$ cat src/eisv_pkg.sv
// Purpose: Shared constants for the external interrupt sense and vector select block.
// Assumes: AXI4-Lite register access, 32-bit data, one word per register.
// Notes: Register indices are word indices; byte address is four times the index.
package eisv_pkg;

  // Register word indices
  localparam logic [7:0] IDX_MCU_GENERAL_CONTROL = 8'h55;
  localparam logic [7:0] IDX_EXT_IRQ_SENSE_LOW = 8'h69;
  localparam logic [7:0] IDX_EXT_IRQ_SENSE_HIGH = 8'h6a;
  localparam logic [7:0] IDX_EXT_IRQ_MASK = 8'h3d;
  localparam logic [7:0] IDX_EXT_IRQ_FLAGS = 8'h3c;
  localparam logic [7:0] IDX_PIN_CHANGE_MASK_ZERO = 8'h6b;
  localparam logic [7:0] IDX_PIN_CHANGE_MASK_ONE = 8'h6c;
  localparam logic [7:0] IDX_PIN_CHANGE_FLAGS = 8'h3b;

  // Field positions in the general control register
  localparam int BIT_VECTOR_CHANGE_ENABLE = 0;
  localparam int BIT_VECTOR_BASE_SELECT = 1;

  // Reset values
  localparam logic [7:0] RST_BYTE = 8'h00;

  // Sense control field encodings
  localparam logic [1:0] SENSE_LOW_LEVEL = 2'h0;
  localparam logic [1:0] SENSE_ANY_EDGE = 2'h1;
  localparam logic [1:0] SENSE_FALLING = 2'h2;
  localparam logic [1:0] SENSE_RISING = 2'h3;

  // Change-enable window, in CPU cycles
  localparam logic [2:0] VCE_WINDOW = 3'h4;

  // Pin counts and interrupt identifiers
  localparam int NUM_EXT = 8;
  localparam int NUM_ASYNC_EDGE = 4;
  localparam int NUM_PC = 9;
  localparam int NUM_IRQ = 10;
  localparam logic [3:0] ID_PC_ZERO = 4'h8;
  localparam logic [3:0] ID_PC_ONE = 4'h9;

  // AXI responses
  localparam logic [1:0] RESP_OKAY = 2'h0;
  localparam logic [1:0] RESP_DECERR = 2'h3;

  // Vector change sequence states
  typedef enum logic [2:0] {
    VCS_IDLE = 3'b001,
    VCS_ARMED = 3'b010,
    VCS_TRAIL = 3'b100
  } eisv_vcs_t;

endpackage

$ cat src/eisv_sync.sv
// Purpose: Two-stage synchroniser for a group of asynchronous pins.
// Assumes: Inputs may change at any time relative to the clock.
// Notes: The first stage is read only by the second stage.
module eisv_sync #(
  parameter int W = 8
) (
  input wire logic clk,
  input wire logic rst,
  input wire logic [W-1:0] d,
  output logic [W-1:0] q
);

  logic [W-1:0] meta_reg;

  // Two flops in series; reset to all low
  always_ff @(posedge clk or posedge rst) begin
    if (rst) begin
      meta_reg <= '0;
      q <= '0;
    end else begin
      meta_reg <= d;
      q <= meta_reg;
    end
  end

endmodule

$ cat src/eisv_top.sv
// Purpose: External pin interrupt sense, pin change groups and vector base select.
// Assumes: Pins are asynchronous; CPU handshakes arrive on REF_CLK.
// Notes: Asynchronous capture during sleep is modelled by the synchronised path.
//
// Overview of operation
// - Vector base is zero, or boot section start when base select is one.
// - Interrupts blocked from change enable until instruction after select write.
// - Automatic blocking never alters the global interrupt enable flag.
// - Change enable clears four cycles after setting or on base select write.
// - Lock bits block interrupts while running code of the other section.
// - Group zero fires on enabled lines 7:0 toggling, group one on line 8.
// - Two mask registers pick which pin change lines feed each group.
// - Pin activity triggers interrupts even when pins drive as outputs.
// - Pin change detection also raises wake-up without the I/O clock.
// - Edges on pins 7:4 need I/O clock; level and pins 3:0 do not.
// - An enabled level interrupt keeps requesting while the pin stays low.
// - Level gone before start-up ends gives wake-up but no interrupt.
// - External interrupts are taken only with global enable and mask bit set.
// - Pulses wider than about 50 ns on pins 3:0 produce an interrupt.
// - Sense code 0 low level, 1 any edge, 2 falling, 3 rising.
// - Low sense register holds pins 3..0 at bits 7:6, 5:4, 3:2, 1:0.
// - Edge sets flag; cleared by acknowledge or writing one; level reads zero.
// - Mask bit one with global enable set enables that pin interrupt.
//
// The implementer's own choice: the AXI4-Lite interface to the registers.
module eisv_top
  import eisv_pkg::*;
#(
  parameter int ADDR_W = 12,
  parameter int PC_WORD_W = 16,
  parameter logic [PC_WORD_W-1:0] BOOT_BASE_WORDS = 16'h0200
) (
  input wire logic REF_CLK,
  input wire logic RST,
  input wire logic [ADDR_W-1:0] AWADDR,
  input wire logic [2:0] AWPROT,
  input wire logic AWVALID,
  output logic AWREADY,
  input wire logic [31:0] WDATA,
  input wire logic [3:0] WSTRB,
  input wire logic WVALID,
  output logic WREADY,
  output logic [1:0] BRESP,
  output logic BVALID,
  input wire logic BREADY,
  input wire logic [ADDR_W-1:0] ARADDR,
  input wire logic [2:0] ARPROT,
  input wire logic ARVALID,
  output logic ARREADY,
  output logic [31:0] RDATA,
  output logic [1:0] RRESP,
  output logic RVALID,
  input wire logic RREADY,
  input wire logic [eisv_pkg::NUM_EXT-1:0] EXT_REQUEST_PINS,
  input wire logic [eisv_pkg::NUM_PC-1:0] PIN_CHANGE_LINES,
  input wire logic GLOBAL_IRQ_ENABLE,
  input wire logic IO_CLK_RUN,
  input wire logic INSTR_DONE,
  input wire logic EXEC_IN_BOOT,
  input wire logic APPLICATION_LOCK_BIT,
  input wire logic BOOT_LOCK_BIT,
  input wire logic [1:0] BOOT_SIZE_SETTING,
  input wire logic IRQ_ACK,
  input wire logic [3:0] IRQ_ACK_ID,
  output logic [eisv_pkg::NUM_IRQ-1:0] IRQ_PENDING,
  output logic IRQ_BLOCKED,
  output logic WAKE_REQUEST,
  output logic [PC_WORD_W-1:0] VECTOR_BASE_ADDR
);

  // Edge test for one pin under its sense control field
  function automatic logic edge_hit(input logic [1:0] sense, input logic cur,
                                    input logic prev);
    unique case (sense)
      SENSE_ANY_EDGE: edge_hit = cur ^ prev;
      SENSE_FALLING: edge_hit = prev & ~cur;
      SENSE_RISING: edge_hit = cur & ~prev;
      default: edge_hit = 1'b0;
    endcase
  endfunction

  // Word index hit for an address with upper bits zero
  function automatic logic reg_hit(input logic [ADDR_W-1:0] addr, input logic [7:0] idx);
    reg_hit = (addr[9:2] == idx) && (addr[ADDR_W-1:10] == '0);
  endfunction

  // Boot section start: larger size setting codes give a smaller boot section
  function automatic logic [PC_WORD_W-1:0] boot_start(input logic [1:0] sz);
    logic [PC_WORD_W-1:0] size_words;
    size_words = BOOT_BASE_WORDS << (2'h3 - sz);
    boot_start = ('0 - size_words);
  endfunction

  // Synchronised pins
  logic [NUM_EXT-1:0] ext_sync;
  logic [NUM_PC-1:0] pc_sync;

  // Register state
  logic [7:0] sense_low_reg;
  logic [7:0] sense_high_reg;
  logic [7:0] ext_mask_reg;
  logic [7:0] ext_flags_reg;
  logic [7:0] ext_flags_next;
  logic [7:0] pc_mask0_reg;
  logic pc_mask1_reg;
  logic [1:0] pc_flags_reg;
  logic [1:0] pc_flags_next;
  logic vsel_reg;
  logic [2:0] vce_cnt_reg;
  eisv_vcs_t vcs_reg;
  eisv_vcs_t vcs_next;
  logic [NUM_EXT-1:0] ext_prev_reg;
  logic [NUM_PC-1:0] pc_prev_reg;

  // Bus slave state
  logic aw_have_reg;
  logic [ADDR_W-1:0] aw_addr_reg;
  logic w_have_reg;
  logic [31:0] w_data_reg;
  logic w_strb0_reg;

  // Pin synchronisers ahead of all flag and request logic
  // two-stage synchronisers
  eisv_sync #(.W(NUM_EXT)) u_ext_sync (
    .clk(REF_CLK),
    .rst(RST),
    .d(EXT_REQUEST_PINS),
    .q(ext_sync)
  );

  eisv_sync #(.W(NUM_PC)) u_pc_sync (
    .clk(REF_CLK),
    .rst(RST),
    .d(PIN_CHANGE_LINES),
    .q(pc_sync)
  );

  // Write decode; a write completes once address and data are both held
  wire wr_go = aw_have_reg & w_have_reg & ~BVALID;
  wire wr_en = wr_go & w_strb0_reg;
  wire [7:0] wbyte = w_data_reg[7:0];
  wire hit_mcu_w = reg_hit(aw_addr_reg, IDX_MCU_GENERAL_CONTROL);
  wire hit_sl_w = reg_hit(aw_addr_reg, IDX_EXT_IRQ_SENSE_LOW);
  wire hit_sh_w = reg_hit(aw_addr_reg, IDX_EXT_IRQ_SENSE_HIGH);
  wire hit_msk_w = reg_hit(aw_addr_reg, IDX_EXT_IRQ_MASK);
  wire hit_flg_w = reg_hit(aw_addr_reg, IDX_EXT_IRQ_FLAGS);
  wire hit_pm0_w = reg_hit(aw_addr_reg, IDX_PIN_CHANGE_MASK_ZERO);
  wire hit_pm1_w = reg_hit(aw_addr_reg, IDX_PIN_CHANGE_MASK_ONE);
  wire hit_pfl_w = reg_hit(aw_addr_reg, IDX_PIN_CHANGE_FLAGS);
  wire wr_mapped = hit_mcu_w | hit_sl_w | hit_sh_w | hit_msk_w | hit_flg_w | hit_pm0_w |
                   hit_pm1_w | hit_pfl_w;
  wire mcu_wr = wr_en & hit_mcu_w;
  wire vce_set_wr = mcu_wr & wbyte[BIT_VECTOR_CHANGE_ENABLE];
  wire vsel_wr = mcu_wr & ~wbyte[BIT_VECTOR_CHANGE_ENABLE] & (vcs_reg == VCS_ARMED);

  // Read decode
  wire hit_mcu_r = reg_hit(ARADDR, IDX_MCU_GENERAL_CONTROL);
  wire hit_sl_r = reg_hit(ARADDR, IDX_EXT_IRQ_SENSE_LOW);
  wire hit_sh_r = reg_hit(ARADDR, IDX_EXT_IRQ_SENSE_HIGH);
  wire hit_msk_r = reg_hit(ARADDR, IDX_EXT_IRQ_MASK);
  wire hit_flg_r = reg_hit(ARADDR, IDX_EXT_IRQ_FLAGS);
  wire hit_pm0_r = reg_hit(ARADDR, IDX_PIN_CHANGE_MASK_ZERO);
  wire hit_pm1_r = reg_hit(ARADDR, IDX_PIN_CHANGE_MASK_ONE);
  wire hit_pfl_r = reg_hit(ARADDR, IDX_PIN_CHANGE_FLAGS);
  wire rd_mapped = hit_mcu_r | hit_sl_r | hit_sh_r | hit_msk_r | hit_flg_r | hit_pm0_r |
                   hit_pm1_r | hit_pfl_r;
  wire vce_bit = (vcs_reg == VCS_ARMED);
  wire [7:0] mcu_rd = {6'h00, vsel_reg, vce_bit};
  wire [7:0] rd_byte = ({8{hit_mcu_r}} & mcu_rd) |
                       ({8{hit_sl_r}} & sense_low_reg) |
                       ({8{hit_sh_r}} & sense_high_reg) |
                       ({8{hit_msk_r}} & ext_mask_reg) |
                       ({8{hit_flg_r}} & ext_flags_reg) |
                       ({8{hit_pm0_r}} & pc_mask0_reg) |
                       ({8{hit_pm1_r}} & {7'h00, pc_mask1_reg}) |
                       ({8{hit_pfl_r}} & {6'h00, pc_flags_reg});

  // Sense field of each pin; pins 3..0 low register, 7..4 high register
  // field placement
  wire [15:0] sense_all = {sense_high_reg, sense_low_reg};
  wire [NUM_EXT-1:0] is_level;
  wire [NUM_EXT-1:0] edge_evt;
  genvar gi;
  generate
    for (gi = 0; gi < NUM_EXT; gi++) begin : g_sense
      assign is_level[gi] = (sense_all[2*gi +: 2] == SENSE_LOW_LEVEL);
      if (gi < NUM_ASYNC_EDGE) begin : g_async
        assign edge_evt[gi] = edge_hit(sense_all[2*gi +: 2], ext_sync[gi], ext_prev_reg[gi]);
      end else begin : g_clocked
        assign edge_evt[gi] = IO_CLK_RUN &
                              edge_hit(sense_all[2*gi +: 2], ext_sync[gi], ext_prev_reg[gi]);
      end
    end
  endgenerate

  // Pin change groups: toggles gated by the line masks
  // group toggle detect
  wire [NUM_PC-1:0] pc_toggle = pc_sync ^ pc_prev_reg;
  wire pc_evt0 = |(pc_toggle[7:0] & pc_mask0_reg);
  wire pc_evt1 = pc_toggle[8] & pc_mask1_reg;

  // Acknowledge decode from the core entering a handler
  wire [15:0] ack_dec = IRQ_ACK ? (16'h0001 << IRQ_ACK_ID) : 16'h0000;

  // Flag update: a hardware set wins over a clear in the same cycle
  // flag set and clear
  wire [7:0] ext_clr = ack_dec[7:0] | ({8{wr_en & hit_flg_w}} & wbyte);
  assign ext_flags_next = ((ext_flags_reg & ~ext_clr) | edge_evt) & ~is_level;
  wire [1:0] pc_clr = {ack_dec[ID_PC_ONE], ack_dec[ID_PC_ZERO]} |
                      ({2{wr_en & hit_pfl_w}} & wbyte[1:0]);
  assign pc_flags_next = (pc_flags_reg & ~pc_clr) | {pc_evt1, pc_evt0};

  // Raw requests; level pins follow the live pin, so a vanished level asks nothing
  // live level request
  wire [NUM_EXT-1:0] ext_src = (is_level & ~ext_sync) | (~is_level & ext_flags_reg);
  wire [NUM_EXT-1:0] ext_req = ext_src & ext_mask_reg;
  wire [NUM_IRQ-1:0] raw_req = {pc_flags_reg[1] & pc_mask1_reg,
                                pc_flags_reg[0] & (|pc_mask0_reg), ext_req};

  // Blocking covers the change sequence and foreign-section execution
  // sequence block
  wire lock_block = (vsel_reg & APPLICATION_LOCK_BIT & ~EXEC_IN_BOOT) |
                    (~vsel_reg & BOOT_LOCK_BIT & EXEC_IN_BOOT);
  wire block_now = vce_set_wr | (vcs_reg != VCS_IDLE) | lock_block;

  // Global enable is only read here, never written, so blocking leaves it alone
  // flag untouched
  wire [NUM_IRQ-1:0] pend_next = raw_req & {NUM_IRQ{GLOBAL_IRQ_ENABLE & ~block_now}};

  // Wake-up does not wait for the global enable or the I/O clock
  // pin change wake
  wire wake_next = pc_evt0 | pc_evt1 | (|(ext_mask_reg & is_level & ~ext_sync)) |
                   (|(ext_mask_reg[NUM_ASYNC_EDGE-1:0] & edge_evt[NUM_ASYNC_EDGE-1:0]));

  // Vector change sequencer; software keeps the four-cycle window
  // relies on timely write
  always_comb begin
    vcs_next = vcs_reg;
    unique case (vcs_reg)
      VCS_IDLE: begin
        if (vce_set_wr) begin
          vcs_next = VCS_ARMED;
        end
      end
      VCS_ARMED: begin
        if (vce_set_wr) begin
          vcs_next = VCS_ARMED;
        end else if (vsel_wr) begin
          vcs_next = VCS_TRAIL;
        end else if (vce_cnt_reg == 3'h1) begin
          vcs_next = VCS_IDLE;
        end
      end
      VCS_TRAIL: begin
        if (INSTR_DONE) begin
          vcs_next = VCS_IDLE;
        end
      end
      default: vcs_next = VCS_IDLE;
    endcase
  end

  // Sequencer state and window count
  always_ff @(posedge REF_CLK or posedge RST) begin
    if (RST) begin
      vcs_reg <= VCS_IDLE;
      vce_cnt_reg <= 3'h0;
    end else begin
      vcs_reg <= vcs_next;
      if (vce_set_wr) begin
        vce_cnt_reg <= VCE_WINDOW;
      end else if (vce_cnt_reg != 3'h0) begin
        vce_cnt_reg <= vce_cnt_reg - 3'h1;
      end
    end
  end

  // Software-written registers; base select only moves inside the window
  // base select store
  always_ff @(posedge REF_CLK or posedge RST) begin
    if (RST) begin
      vsel_reg <= 1'b0;
      sense_low_reg <= RST_BYTE;
      sense_high_reg <= RST_BYTE;
      ext_mask_reg <= RST_BYTE;
      pc_mask0_reg <= RST_BYTE;
      pc_mask1_reg <= 1'b0;
    end else begin
      if (vsel_wr) begin
        vsel_reg <= wbyte[BIT_VECTOR_BASE_SELECT];
      end
      if (wr_en & hit_sl_w) begin
        sense_low_reg <= wbyte;
      end
      if (wr_en & hit_sh_w) begin
        sense_high_reg <= wbyte;
      end
      if (wr_en & hit_msk_w) begin
        ext_mask_reg <= wbyte;
      end
      if (wr_en & hit_pm0_w) begin
        pc_mask0_reg <= wbyte;
      end
      if (wr_en & hit_pm1_w) begin
        pc_mask1_reg <= wbyte[0];
      end
    end
  end

  // Previous pin samples; upper edge pins freeze while the I/O clock is stopped
  always_ff @(posedge REF_CLK or posedge RST) begin
    if (RST) begin
      ext_prev_reg <= '0;
      pc_prev_reg <= '0;
    end else begin
      ext_prev_reg[NUM_ASYNC_EDGE-1:0] <= ext_sync[NUM_ASYNC_EDGE-1:0];
      if (IO_CLK_RUN) begin
        ext_prev_reg[NUM_EXT-1:NUM_ASYNC_EDGE] <= ext_sync[NUM_EXT-1:NUM_ASYNC_EDGE];
      end
      pc_prev_reg <= pc_sync;
    end
  end

  // Flags and registered outputs toward the core
  // pulse capture by sampling
  always_ff @(posedge REF_CLK or posedge RST) begin
    if (RST) begin
      ext_flags_reg <= RST_BYTE;
      pc_flags_reg <= 2'h0;
      IRQ_PENDING <= '0;
      IRQ_BLOCKED <= 1'b0;
      WAKE_REQUEST <= 1'b0;
      VECTOR_BASE_ADDR <= '0;
    end else begin
      ext_flags_reg <= ext_flags_next;
      pc_flags_reg <= pc_flags_next;
      IRQ_PENDING <= pend_next;
      IRQ_BLOCKED <= block_now;
      WAKE_REQUEST <= wake_next;
      VECTOR_BASE_ADDR <= vsel_reg ? boot_start(BOOT_SIZE_SETTING) : '0;
    end
  end

  // Write channels: address and data taken independently, held until both present
  always_ff @(posedge REF_CLK or posedge RST) begin
    if (RST) begin
      aw_have_reg <= 1'b0;
      aw_addr_reg <= '0;
      AWREADY <= 1'b1;
      w_have_reg <= 1'b0;
      w_data_reg <= 32'h0000_0000;
      w_strb0_reg <= 1'b0;
      WREADY <= 1'b1;
    end else begin
      if (AWVALID & AWREADY) begin
        aw_have_reg <= 1'b1;
        aw_addr_reg <= AWADDR;
        AWREADY <= 1'b0;
      end else if (BVALID & BREADY) begin
        aw_have_reg <= 1'b0;
        AWREADY <= 1'b1;
      end
      if (WVALID & WREADY) begin
        w_have_reg <= 1'b1;
        w_data_reg <= WDATA;
        w_strb0_reg <= WSTRB[0];
        WREADY <= 1'b0;
      end else if (BVALID & BREADY) begin
        w_have_reg <= 1'b0;
        WREADY <= 1'b1;
      end
    end
  end

  // Write response; unmapped addresses answer decode error
  always_ff @(posedge REF_CLK or posedge RST) begin
    if (RST) begin
      BVALID <= 1'b0;
      BRESP <= RESP_OKAY;
    end else if (wr_go) begin
      BVALID <= 1'b1;
      BRESP <= wr_mapped ? RESP_OKAY : RESP_DECERR;
    end else if (BREADY) begin
      BVALID <= 1'b0;
    end
  end

  // Read channel; reads have no side effects on flags
  always_ff @(posedge REF_CLK or posedge RST) begin
    if (RST) begin
      ARREADY <= 1'b1;
      RVALID <= 1'b0;
      RDATA <= 32'h0000_0000;
      RRESP <= RESP_OKAY;
    end else if (ARVALID & ARREADY) begin
      ARREADY <= 1'b0;
      RVALID <= 1'b1;
      RDATA <= {24'h00_0000, rd_byte};
      RRESP <= rd_mapped ? RESP_OKAY : RESP_DECERR;
    end else if (RVALID & RREADY) begin
      RVALID <= 1'b0;
      ARREADY <= 1'b1;
    end
  end

endmodule

$ cat config.mk
export PLATFORM = sky130hd
export DESIGN_NAME = eisv_top
export DESIGN_NICKNAME = d
export VERILOG_FILES = /design/src/eisv_pkg.sv /design/src/eisv_sync.sv /design/src/eisv_top.sv
export SDC_FILE = /design/constraint.sdc
export NUM_CORES = 1
export LEC_CHECK = 0
export BUFFER_PORTS_ARGS = -buffer_cell sky130_fd_sc_hd__clkbuf_2
export CAP_MARGIN = 40
export CORE_ASPECT_RATIO = 0.7
export CORE_MARGIN = 2
export CORE_UTILIZATION = 40
export CTS_BUF_LIST = sky130_fd_sc_hd__clkbuf_8 sky130_fd_sc_hd__clkbuf_16
export CTS_CLUSTER_DIAMETER = 40
export DETAILED_ROUTE_END_ITERATION = 6
export HOLD_SLACK_MARGIN = 0.12
export SYNTH_ARGS = -nofsm -noshare
export SYNTH_HDL_FRONTEND = slang
export SYNTH_SLANG_ARGS = --single-unit
$ cat constraint.sdc
create_clock -name REF_CLK -period 14.27 [get_ports REF_CLK]
set_input_delay 2.854 -clock REF_CLK [delete_from_list [all_inputs] [get_ports REF_CLK]]
set_output_delay 2.854 -clock REF_CLK [all_outputs]
set_load 0.05 [all_outputs]
# Yosys cells after proc, flatten, opt, wreduce, memory -nomap -nowiden
# Index checks and enable logic that the tools add are counted.
dict set report op_classes {
  n_addsub 3
  eq_ne 48
  n_shift 2
  n_mux 32
  bitwise 134
  reduce_logical 37
}
# op count
set ops {}
lappend ops {{$and A8 B8 Y8} 14}
lappend ops {{$eq A8 B7 Y1 const B} 10}
lappend ops {{$or A8 B8 Y8} 10}
lappend ops {{$eq A8 B6 Y1 const B} 6}
lappend ops {{$and A1 B1 Y1} 47}
lappend ops {{$eq A2 B2 Y1 const B} 16}
lappend ops {{$not A8 Y8} 3}
lappend ops {{$pmux W1 S3} 8}
lappend ops {{$reduce_or A8 Y1} 3}
lappend ops {{$mux W3} 7}
lappend ops {{$not A1 Y1} 21}
lappend ops {{$logic_not A2 Y1} 10}
lappend ops {{$or A1 B1 Y1} 20}
lappend ops {{$and A8 B2 Y8} 2}
lappend ops {{$eq A2 B1 Y1 const B} 8}
lappend ops {{$logic_and A1 B1 Y1} 16}
lappend ops {{$mux W16} 1}
lappend ops {{$shl A10 B2 Y16 const A} 1}
lappend ops {{$sub A1 B16 Y16 const A} 1}
lappend ops {{$mux W1} 12}
lappend ops {{$and A10 B10 Y10} 1}
lappend ops {{$mux W10} 1}
lappend ops {{$reduce_bool A2 Y1} 5}
lappend ops {{$shl A1 B4 Y10 const A} 1}
lappend ops {{20 further kinds} 32}
dict set report totals {
  reg_bits 169
  out_inout_bits 69
}

# Logic depth before layout (Yosys ltp)
# Gate-level depths: netlist (run 1).
dict set report logic_depth {
  ltp_word 10
  mapped_depth 7
  mapped_depth_nobuf 7
}

# By module
# From an unflattened synthesis (run 1), not the netlist that was laid out.
dict set report unflattened {
  cells_unflattened 614
  hier_area_um2 7101.8
}
# mod instances cells_each area_per_inst_um2
set by_module_without_submodules {}
lappend by_module_without_submodules {eisv_top 1 578 6243.5}
lappend by_module_without_submodules {{eisv_sync (u_pc_sync)} 1 19 454.2}
lappend by_module_without_submodules {{eisv_sync (u_ext_sync)} 1 17 404.1}

# Worst setup path before layout (run 1)
# No wires, ideal clock.
dict set report synth_timing {
  path_kind {input port to flip-flop}
  startpoint {input port ARADDR[4]}
  endpoint {register RDATA[1]}
  t_arrival_ps 4170
  required_ps 14188
  path_slack_ps 10018
  path_stages 4
  path_buffers 0
  path_cell_list {nor4b_1 nand3_1 o221a_2 a31oi_1}
}
dict set report synth_via {
  elab_chain_len 10
  elab_cells_between_ends 31
  cone_classes {eq/ne: 8; bitwise: 15; reduce/logical: 8}
}
# element line_no
set synth_lines {}
lappend synth_lines {{start: declaration} eisv_top.sv:46} ;# input wire logic [ADDR_W-1:0] ARADDR,
lappend synth_lines {{$eq A8 B7 Y1} eisv_top.sv:84} ;# reg_hit = (addr[9:2] == idx) && (addr[ADDR_W-1:10] == '0);
lappend synth_lines {{$logic_and A1 B1 Y1} eisv_top.sv:84}
lappend synth_lines {{$and A8 B2 Y8 or $and A8 B8 Y8 (tied branches)} {eisv_top.sv:169, eisv_top.sv:170}}
lappend synth_lines {{$or A8 B8 Y8} eisv_top.sv:169} ;# wire [7:0] rd_byte = ({8{hit_mcu_r}} & mcu_rd) |
lappend synth_lines {{$or A8 B8 Y8} eisv_top.sv:170} ;# ({8{hit_sl_r}} & sense_low_reg) |
lappend synth_lines {{$or A8 B8 Y8} eisv_top.sv:171} ;# ({8{hit_sh_r}} & sense_high_reg) |
lappend synth_lines {{$or A8 B8 Y8} eisv_top.sv:172} ;# ({8{hit_msk_r}} & ext_mask_reg) |
lappend synth_lines {{$or A8 B8 Y8} eisv_top.sv:173} ;# ({8{hit_flg_r}} & ext_flags_reg) |
lappend synth_lines {{$or A8 B8 Y8} eisv_top.sv:174} ;# ({8{hit_pm0_r}} & pc_mask0_reg) |
lappend synth_lines {{$or A8 B8 Y8 *} eisv_top.sv:175} ;# ({8{hit_pm1_r}} & {7'h00, pc_mask1_reg}) |
lappend synth_lines {{end signal: assignment} eisv_top.sv:398} ;# RDATA <= {24'h00_0000, rd_byte};
lappend synth_lines {{end: declaration} eisv_top.sv:50} ;# output logic [31:0] RDATA,
# Mark *: on every way between the ends. The rest lies on a longest branch, timed or not.
# A chain may end at the register's enable or synchronous reset.

# Final worst setup path (run 1)
dict set report layout_timing {
  startpoint {input port ARADDR[4]}
  endpoint {register RDATA[7]}
}
# The elaborated chain is that of the path after synthesis.

==> results.md, run 1 <==
- CTS tree: yes
- Fin util: 48.57%
- Area leader, netlist: dfrtp_1
- Crit path top cell by count: a21oi_1
- Setup slack, reg-to-reg: 11,810 ps
- Num CTS Buffers: 17
- Maximum capacitance violations: 0
- GPL Wtd Cong: 0.8720
- Sw Share: 26.64%
- Core area: 17,320 sq um
- Clk root buf: clkbuf_16
- Post-Synth XOR/XNOR Area: 1.348%
- Die H: 115.8 um
- #FFs+latches synth: 155
- Placed insts: 932
- Synth Area in Simple Gates: 13.36%
- Startpoint types: primary input
- Clock Sinks: 155
- Switching pwr: 291.6 uW
- EDFF count, synth: 0
- Max Slew Vio Count: 0
- CP Capture Type: register
- Complex-gate fraction of the synthesized area: 8.980%
- Worst-path clk slew: 60 ps
- Commonest non-fill, non-tap cell in the layout: dfrtp_1
- Antenna violations before repair: 0
- Die area: 18,970 sq um
- Ratio of cells with drive above 1 in the final layout: 28.92%
- Largest net degree at the start of global routing: 83
- Pwr/cell area: 130.1 nW/um^2
- Max_slew headroom: 47.24%
- Synth area leaders: dfrtp_1, mux2_2, buf_4
- Worst-margin pin slew: 780.4 ps
- Clock power share: 44.7%
- Commonest non-fill, non-tap cells in the layout: dfrtp_1, clkbuf_2, nand2_1, mux2_2, nor2_1
- Tmin final: 4518 ps
- Worst-case clock buffer depth: 2
- Hold Path Class: reg -> reg
- Via count: 4,915
- Clock skew: 8.103 ps
- Post-synthesis cell area: 7148 sq um
- Diodes inserted: 0
- Fillers: 1,560
- RSZ-0062 raised after global routing: false
- Status: completed
- P_int: 802.8 uW
- Count of final setup violators: 0
- Worst EP required: 14,620 ps
- Vias in the first global route: 4,982
- Drt first-iter violations: 313
- Initial Util: 41.28%
- WL final: 16,820 um
- Critical Path AT: 4860 ps
- Main synth FF type: dfrtp_1
- Via density: 5.099
- Post-synthesis mux area share: 12.41%
- Async set-reset flop share out of synthesis: 100.0%
- Area Growth Syn to Fin: 17.66%
- Post-Synth Adder-Cell Area: 3.326%
- Crit path kind: in -> reg
- Final TNS setup: 0 ps
- # rows: 40
- Crit-path cells: clkbuf_2, nor4b_1, nand3_1, nor2b_1, a21oi_1, a21oi_1
- Cells after Synth: 616
- Hold-fix buffers, CTS: 0
- Final #Nets: 842
- Worst VDD drop: 0.07049 mV
- Die width: 163.8 um
- Mean post-synth cell area: 11.60 sq um
- Largest family of logic cells by synthesized area: simple AND/OR/NAND/NOR gates
- Sequential fraction of the synthesis area: 54.33%
- I/O pin count: 172
- DR WL/cell: 17.45 um
- CTS H-tree lvls: 4
- GR Overflow Total: 0
- Post_cts resized: 0
- Slowest stage delay, CP: 710 ps
- Top-area cell type share of the netlist area: 52.86%
- Total of warnings raised by yosys: 0
- DR pass1 iterations: 5
- Period utilisation layout: 31.66%
- Hold WS: 341.3 ps
- Crit-path max FO: 10
- Combinational Power Share: 12.0%
- Post-Layout Cell Count: 964
- Slowest stage cell, crit path: nor4b_1
- Skew-Pair Late Insertion Delay: 420 ps
- GRT Overall Usage: 19.01%
- Setup bufs post-CTS: 0
- Final hold vios: 0
- Detailed placement HPWL: 12,250 um
- Post-route ant nets: 0
- First-pass GRT wire length: 26,960 um
- Leakage: 4.169 nW
- Fmax: 0.2213 GHz
- PortBufs: 101
- Drt drc: 0
- Reg power frac: 43.3%
- Cell variety after synth: 57
[through the flow]
stage               power (mW)  area, sq um  setup slack (ps)
detailed placement      0.6149         7769              9359
global route             1.143         8411              9351
CTS                      1.109         8411              9807
floorplan               0.5839         7268              7244
global placement        0.6109         7734              9326
finish                   1.094         8411              9752
[final timing paths]
path	startpoint	endpoint	cells after the start
min in group asynchronous	RST	BVALID$_DFFE_PP0P_	2
worst max register to register	BVALID$_DFFE_PP0P_	sense_high_reg[2]$_DFFE_PP0P_	5
max in group asynchronous	RST	ARREADY$_DFFE_PP1P_	4
worst max-delay path	ARADDR[4]	RDATA[7]$_DFFE_PP0P_	6
worst min-delay path	u_ext_sync.meta_reg[5]$_DFF_PP0_	u_ext_sync.q[5]$_DFF_PP0_	0
worst min register to register	u_ext_sync.meta_reg[5]$_DFF_PP0_	u_ext_sync.q[5]$_DFF_PP0_	0
[worst max-delay path: cells and delay by family]
kind / cells / cell delay, ps
AOI/OAI and AO/OA: 2 / 280
and+or+nand+nor: 3 / 1600
buffers and inverters: 1 / 120
[logic make-up after synthesis]
kind of cell / count (synthesis)
simple gates: 177
xor+xnor: 11
compound gates: 100
mux: 75
other cells: 1
flops: 155
buf+inv: 78
fa+ha+maj: 19
[per-layer routing]
| metal | GRT usage (%) | wire, um |
|---|---|---|
| met5 | 0 | 0 |
| met4 | 5.263 | 207 |
| met3 | 6.049 | 1341 |
| met2 | 27.82 | 7349 |
| met1 | 27.24 | 7920 |
[power by group through the flow]
stage	clock [mW]	sequential [mW]	combinational, mW
after global routing	0.524	0.476	0.142
after global placement	0	0.481	0.130
after CTS	0.501	0.474	0.133
after floorplan	0	0.517	0.0672
after detailed placement	0	0.482	0.133
final	0.489	0.474	0.131
[synth_stat cells, types with 3 or more instances]
cell,count
o221ai_1,3
clkbuf_1,12
o211ai_1,3
ha_1,19
a22oi_1,15
nand3b_1,5
nand2b_1,13
nor3_1,5
dfstp_2,4
mux2_2,45
o31ai_1,4
nor4_1,3
nor4bb_1,3
nor3b_1,7
and3_1,11
a221oi_1,3
nor4b_1,3
nor2b_1,13
buf_4,36
and2_1,4
a22o_1,3
nand4_1,8
o21ai_0,26
inv_1,27
dfrtp_1,151
a21oi_1,23
nor2_1,34
nand2_1,45
or2_2,3
a21o_1,4
a31oi_1,6
nand3_1,9
mux2_4,16
xor2_1,9
mux2i_1,14
[cell type report]
type,instances,area (sq um),share of cell area [%]
Sequential cell,155,3884,46.18
Multi-Input combinational cell,415,2942,34.97
Timing Repair Buffer,104,548.0,6.516
Clock buffer,18,439.2,5.222
Tap cell,231,289.0,3.436
Clock inverter,14,202.7,2.410
Inverter,27,106.4,1.265
No activity file was read; power rests on OpenSTA's default activity.
==> inputs of run 2 (changes only) <==
clock period = 3.7 ns   (was 14.27 ns; I/O delays follow)
==> results.md, run 2 (synthesis gave the netlist of run 1 again) <==
- CTS tree: yes
- Crit-path max FO: 10 (unchanged)
- Post_cts resized: 0 (unchanged)
- Setup slack, reg-to-reg: 1230 ps (-10,580 ps)
- PortBufs: 101 (unchanged)
- Commonest non-fill, non-tap cells in the layout: dfrtp_1, clkbuf_2, nand2_1, mux2_2, nor2_1
- Clock power share: 43.6% (-1.1 points)
- Maximum capacitance violations: 0 (unchanged)
- Worst-margin pin slew: 948.7 ps (+168.3 ps)
- Setup bufs post-CTS: 0 (unchanged)
- Max_slew headroom: 35.86% (-11 points)
- Worst-path clk slew: 60 ps (about the same)
- FF-to-FF End: sense_high_reg[0]$_DFFE_PP0P_
- Finished Cell Area: 8413 sq um (about the same)
- DR pass1 iterations: 5 (unchanged)
- P_int: 2.966 mW (+270%)
- DP Area: 7797 sq um (+0.37%)
- Clock Sinks: 155 (unchanged)
- Switching pwr: 1.195 mW (+310%)
- RSZ-0062 raised after global routing: false
- Final hold vios: 0 (unchanged)
- # rows: 40 (unchanged)
- Num CTS Buffers: 17 (unchanged)
- Critical Path AT: 2900 ps (-1960 ps)
- Pwr/cell area: 494.6 nW/um^2 (+280%)
- First-pass GRT wire length: 27,610 um (+2.4%)
- DR WL/cell: 18.08 um (+3.6%)
- GRT Overall Usage: 19.52% (+0.51 points)
- Final #Nets: 847 (+0.59%)
- Detailed placement HPWL: 13,080 um (+6.8%)
- Sw Share: 28.72% (+2.1 points)
- Vias in the first global route: 5,040 (+1.2%)
- Via count: 5,055 (+2.8%)
- Area Growth Syn to Fin: 17.70% (about the same)
- Max Slew Vio Count: 0 (unchanged)
- GR Overflow Total: 0 (unchanged)
- Skew-Pair Late Insertion Delay: 430 ps (about the same)
- Fin util: 48.58% (about the same)
- Hold path endpoint: u_ext_sync.q[5]$_DFF_PP0_
- CP Capture Type: register
- Initial Util: 41.28% (unchanged)
- Placed insts: 937 (+0.54%)
- Die H: 115.8 um (unchanged)
- R2r worst-path depth: 5 (unchanged)
- Worst VDD drop: 0.2599 mV (+270%)
- Hold depth: 0 (unchanged)
- Reg2Reg Launch Point: BVALID$_DFFE_PP0P_
- Worst Hold Launch: u_ext_sync.meta_reg[5]$_DFF_PP0_
- Reg power frac: 44.0% (+0.7 points)
- Hold-fix buffers, CTS: 0 (unchanged)
- Post-route ant nets: 0 (unchanged)
- Die width: 163.8 um (unchanged)
- GPL Wtd Cong: 0.8485 (-2.7%)
- Drt first-iter violations: 388 (+24%)
- CTS H-tree lvls: 4 (unchanged)
- Clock skew: 9.199 ps (+1.096 ps)
- Commonest non-fill, non-tap cell in the layout: dfrtp_1
- Largest net degree at the start of global routing: 47 (-43%)
- Crit path kind: in -> reg
- Final TNS setup: 0 ps (unchanged)
- Leakage: 4.160 nW (-0.21%)
- Status: completed
- Worst EP required: 4050 ps (-10,570 ps)
- Ratio of cells with drive above 1 in the final layout: 29.67% (+0.75 points)
- Die area: 18,970 sq um (unchanged)
- Post-Layout Cell Count: 970 (+0.62%)
- I/O pin count: 172 (unchanged)
- Period utilisation layout: 68.90%
- Via density: 5.211 (+2.2%)
- Core area: 17,320 sq um (unchanged)
- Drt drc: 0 (unchanged)
- Startpoint types: primary input
- Count of final setup violators: 0 (unchanged)
- Combinational Power Share: 12.4% (+0.4 points)
- Fmax: 0.3923 GHz
- Tmin final: 2549 ps
- Antenna violations before repair: 1 (+1)
- Worst-case clock buffer depth: 2 (unchanged)
- Hold Path Class: reg -> reg
- Clk root buf: clkbuf_16
- WL final: 17,540 um (+4.3%)
[run 2: cell types whose count changed in the layout (fill, tap and decap cells not counted)]
cell | previous run | this run
buf_4 | 2 | 7
inv_6 | 1 | 4
bufinv_16 | 5 | 3
clkinv_2 | 4 | 2
clkinvlp_4 | 1 | 3
inv_1 | 28 | 26
buf_12 | 0 | 1
buf_16 | 1 | 0
clkbuf_8 | 1 | 0
clkinv_4 | 2 | 3
diode_2 | 0 | 1
inv_8 | 0 | 1
[run 2: through the flow]
stage	setup WS [ps]	total power [mW]	hold WS, ps
CTS	1244	4.204	349.7
finish	1151	4.161	347.6
detailed placement	857.6	2.379	334.7
global route	922.9	4.336	356.3
global placement	967.5	2.367	332.5
floorplan	1004	2.253	331.2
[run 2: layout make-up]
class / instances / area (sq um)
antenna: 1 / 2.502
clock buffer: 17 / 425.4
clock inverter: 15 / 187.7
fill: 1586 / 8904
inverter: 27 / 105.1
multi-input combinational: 415 / 2942
sequential: 155 / 3884
tap: 231 / 289.0
timing repair buffer: 109 / 578.1
[run 2: power groups by stage]
stage | combinational (mW) | clock (mW) | sequential, mW
final | 0.517 | 1.81 | 1.83
after global routing | 0.559 | 1.94 | 1.84
after CTS | 0.522 | 1.85 | 1.83
after detailed placement | 0.518 | 0 | 1.86
after global placement | 0.509 | 0 | 1.86
after floorplan | 0.260 | 0 | 1.99
[run 2: worst max path at each step]
stage                  startpoint                       endpoint  slack (ps)  cells after the start
2_1_floorplan                 RST           BRESP[0]$_DFFE_PP0N_        1000                      1
3_3_place_gp            ARADDR[4]           RDATA[1]$_DFFE_PP0P_         970                      5
3_5_place_dp            ARADDR[4]           RDATA[1]$_DFFE_PP0P_         860                      5
4_1_cts        BVALID$_DFFE_PP0P_  sense_high_reg[0]$_DFFE_PP0P_        1240                      5
5_1_grt                 ARADDR[4]           RDATA[6]$_DFFE_PP0P_         920                      6
6_report                ARADDR[4]           RDATA[6]$_DFFE_PP0P_        1150                      6
[run 2: layer usage]
layer	vias to the layer above	wire, um	global-route usage (%)
li1	2322	-	-
met1	2492	8455	28.38
met2	217	7541	28.26
met3	24	1316	5.906
met4	0	225	5.439
met5	-	0	0
[run 2: worst max-delay path, cell delays in order]
cell and delay [ps]:
clkbuf_2 120, nor4b_1 840, nand3_1 560, nor2b_1 360, a21oi_1 110, a21oi_1 160
==> inputs of run 3 (changes only) <==
clock period = 2.5 ns   (was 3.7 ns; I/O delays follow)
==> results.md, run 3 (synthesis gave the netlist of run 1 again) <==
- RSZ-0062 raised after global routing: false
- Slowest stage cell, crit path: or3_1
- Clock power share: 42.0% (-1.6 points)
- Sw Share: 27.80% (-0.92 points)
- Worst-path clk slew: 70 ps (about the same)
- Antenna violations before repair: 0 (-1)
- DP Area: 7868 sq um (+0.90%)
- CP Capture Type: register
- Crit path buffers/inverters: 0 (-1)
- R2r worst-path depth: 5 (unchanged)
- Maximum capacitance violations: 0 (unchanged)
- # rows: 40 (unchanged)
- Clock skew: 8.887 ps (-0.3121 ps)
- Drt first-iter violations: 329 (-15%)
- Power consumption: 5.976 mW (+44%)
- Worst Hold Launch: EXT_REQUEST_PINS[6]
- Vias in the first global route: 4,935 (-2.1%)
- Largest net degree at the start of global routing: 57 (+21%)
- GPL Wtd Cong: 0.8771 (+3.4%)
- CTS H-tree lvls: 4 (unchanged)
- Commonest non-fill, non-tap cell in the layout: dfrtp_1
- Clock Sinks: 155 (unchanged)
- Hold Path Class: in -> reg
- Diodes inserted: 0 (-1)
- Max_slew headroom: 59.14% (+23 points)
- Fillers: 1,603 (+1.1%)
- Area Growth Syn to Fin: 18.26%
- CTS tree: yes
- Max Slew Vio Count: 0 (unchanged)
- Die width: 163.8 um (unchanged)
- WL final: 17,130 um (-2.3%)
- Num CTS Buffers: 17 (unchanged)
- Core area: 17,320 sq um (unchanged)
- Tmin final: 2357 ps
- Hold path endpoint: u_ext_sync.meta_reg[6]$_DFF_PP0_
- GRT Overall Usage: 19.15% (-0.37 points)
- Clk root buf: clkbuf_16
- FF-to-FF End: sense_low_reg[2]$_DFFE_PP0P_
- Ratio of cells with drive above 1 in the final layout: 30.11% (+0.43 points)
- Crit path kind: reg -> reg
- Post-route ant nets: 0 (unchanged)
- Commonest non-fill, non-tap cells in the layout: dfrtp_1, clkbuf_2, nand2_1, mux2_2, nor2_1
- Final hold vios: 0 (unchanged)
- Finished Cell Area: 8453 sq um (+0.48%)
- Hold depth: 1 (+1)
- Skew-Pair Late Insertion Delay: 430 ps (about the same)
- First-pass GRT wire length: 27,100 um (-1.8%)
- Fmax: 0.4243 GHz
- Period utilisation layout: 94.27%
- Startpoint types: register
- Die H: 115.8 um (unchanged)
- Setup slack, reg-to-reg: 140 ps (-1090 ps)
- Setup bufs post-CTS: 0 (unchanged)
- P_int: 4.314 mW (+45%)
- Final #Nets: 854 (+0.83%)
- Worst VDD drop: 0.3444 mV (+33%)
- Drt drc: 0 (unchanged)
- FF+latch area: 3884 sq um (unchanged)
- Dpl ws: 152.2 ps (-705.4 ps)
- Reg power frac: 45.2% (+1.2 points)
- Via density: 5.107 (-2.0%)
- Critical Path AT: 2660 ps (-240 ps)
- Pwr/cell area: 706.9 nW/um^2 (+43%)
- Initial Util: 41.28% (unchanged)
- Die area: 18,970 sq um (unchanged)
- Slowest stage delay, CP: 600 ps (-240 ps)
- Worst-case clock buffer depth: 2 (unchanged)
- Status: completed
- Reg2Reg Launch Point: aw_addr_reg[9]$_DFFE_PP0P_
- Detailed placement HPWL: 12,730 um (-2.7%)
- DR pass1 iterations: 5 (unchanged)
- Final TNS setup: 0 ps (unchanged)
- Worst-margin pin slew: 611.6 ps (-337.0 ps)
- CP top delay family: simple AND/OR/NAND/NOR gates
- Leakage: 4.193 nW (+0.77%)
- Crit-path max FO: 8 (-2)
- Multi-input logic area: 2942 sq um (unchanged)
- GR Overflow Total: 0 (unchanged)
- DR WL/cell: 17.57 um (-2.8%)
- Combinational Power Share: 12.7% (+0.3 points)
- I/O pin count: 172 (unchanged)
- PortBufs: 101 (unchanged)
- Setup ws final: 143.3 ps (-1007 ps)
- Switching pwr: 1.662 mW (+39%)
- Crit-path cells: nor3_2, nand3_2, or3_4, or3_1, mux2_4
- Count of final setup violators: 0 (unchanged)
- Worst EP required: 2810 ps (-1240 ps)
- Via count: 4,979 (-1.5%)
[run 3: final cells by class]
| class | count | share of cell area [%] |
|---|---|---|
| multi-input combinational | 415 | 34.80 |
| inverter | 27 | 1.243 |
| sequential | 155 | 45.94 |
| tap | 231 | 3.419 |
| clock inverter | 12 | 1.451 |
| timing repair buffer | 116 | 7.786 |
| clock buffer | 19 | 5.358 |
[run 3: repair_timing]
action / CTS / global route
gates resized for setup: 0 / 0
hold buffers: 1 / 0
hold endpoints to repair: 19 / 0
[run 3: metrics by stage]
stage	hold WS, ps	util (%)	std cells
3_5_place_dp	334.7	45.43	943
3_3_place_gp	332.4	45.43	943
5_1_grt	158.3	48.82	975
6_report	175.8	48.82	975
2_1_floorplan	331.2	-	648
4_1_cts	159.5	48.82	975
[run 3: how the worst max path moves through the flow]
stage,slack (ps),depth (start not counted),from,endpoint
floorplan,40,1,RST,BRESP[0]$_DFFE_PP0N_
global placement,180,5,aw_addr_reg[9]$_DFFE_PP0P_,sense_low_reg[7]$_DFFE_PP0P_
detailed placement,150,5,aw_addr_reg[9]$_DFFE_PP0P_,sense_low_reg[2]$_DFFE_PP0P_
CTS,140,5,aw_addr_reg[9]$_DFFE_PP0P_,sense_low_reg[0]$_DFFE_PP0P_
global route,70,5,aw_addr_reg[9]$_DFFE_PP0P_,sense_low_reg[0]$_DFFE_PP0P_
finish,140,5,aw_addr_reg[9]$_DFFE_PP0P_,sense_low_reg[2]$_DFFE_PP0P_
[run 3: metal layers]
layer	track usage, %	wire [um]
met1	28.72	8534
met2	26.92	7193
met4	5.322	182
met3	5.512	1223
met5	0	0
[run 3: power by group through the flow]
stage               sequential (mW)  combinational (mW)  clock, mW
finish                         2.70               0.762       2.51
global route                   2.72               0.831       2.70
detailed placement             2.75               0.768          0
global placement               2.74               0.759          0
floorplan                      2.95               0.384          0
CTS                            2.70               0.771       2.57
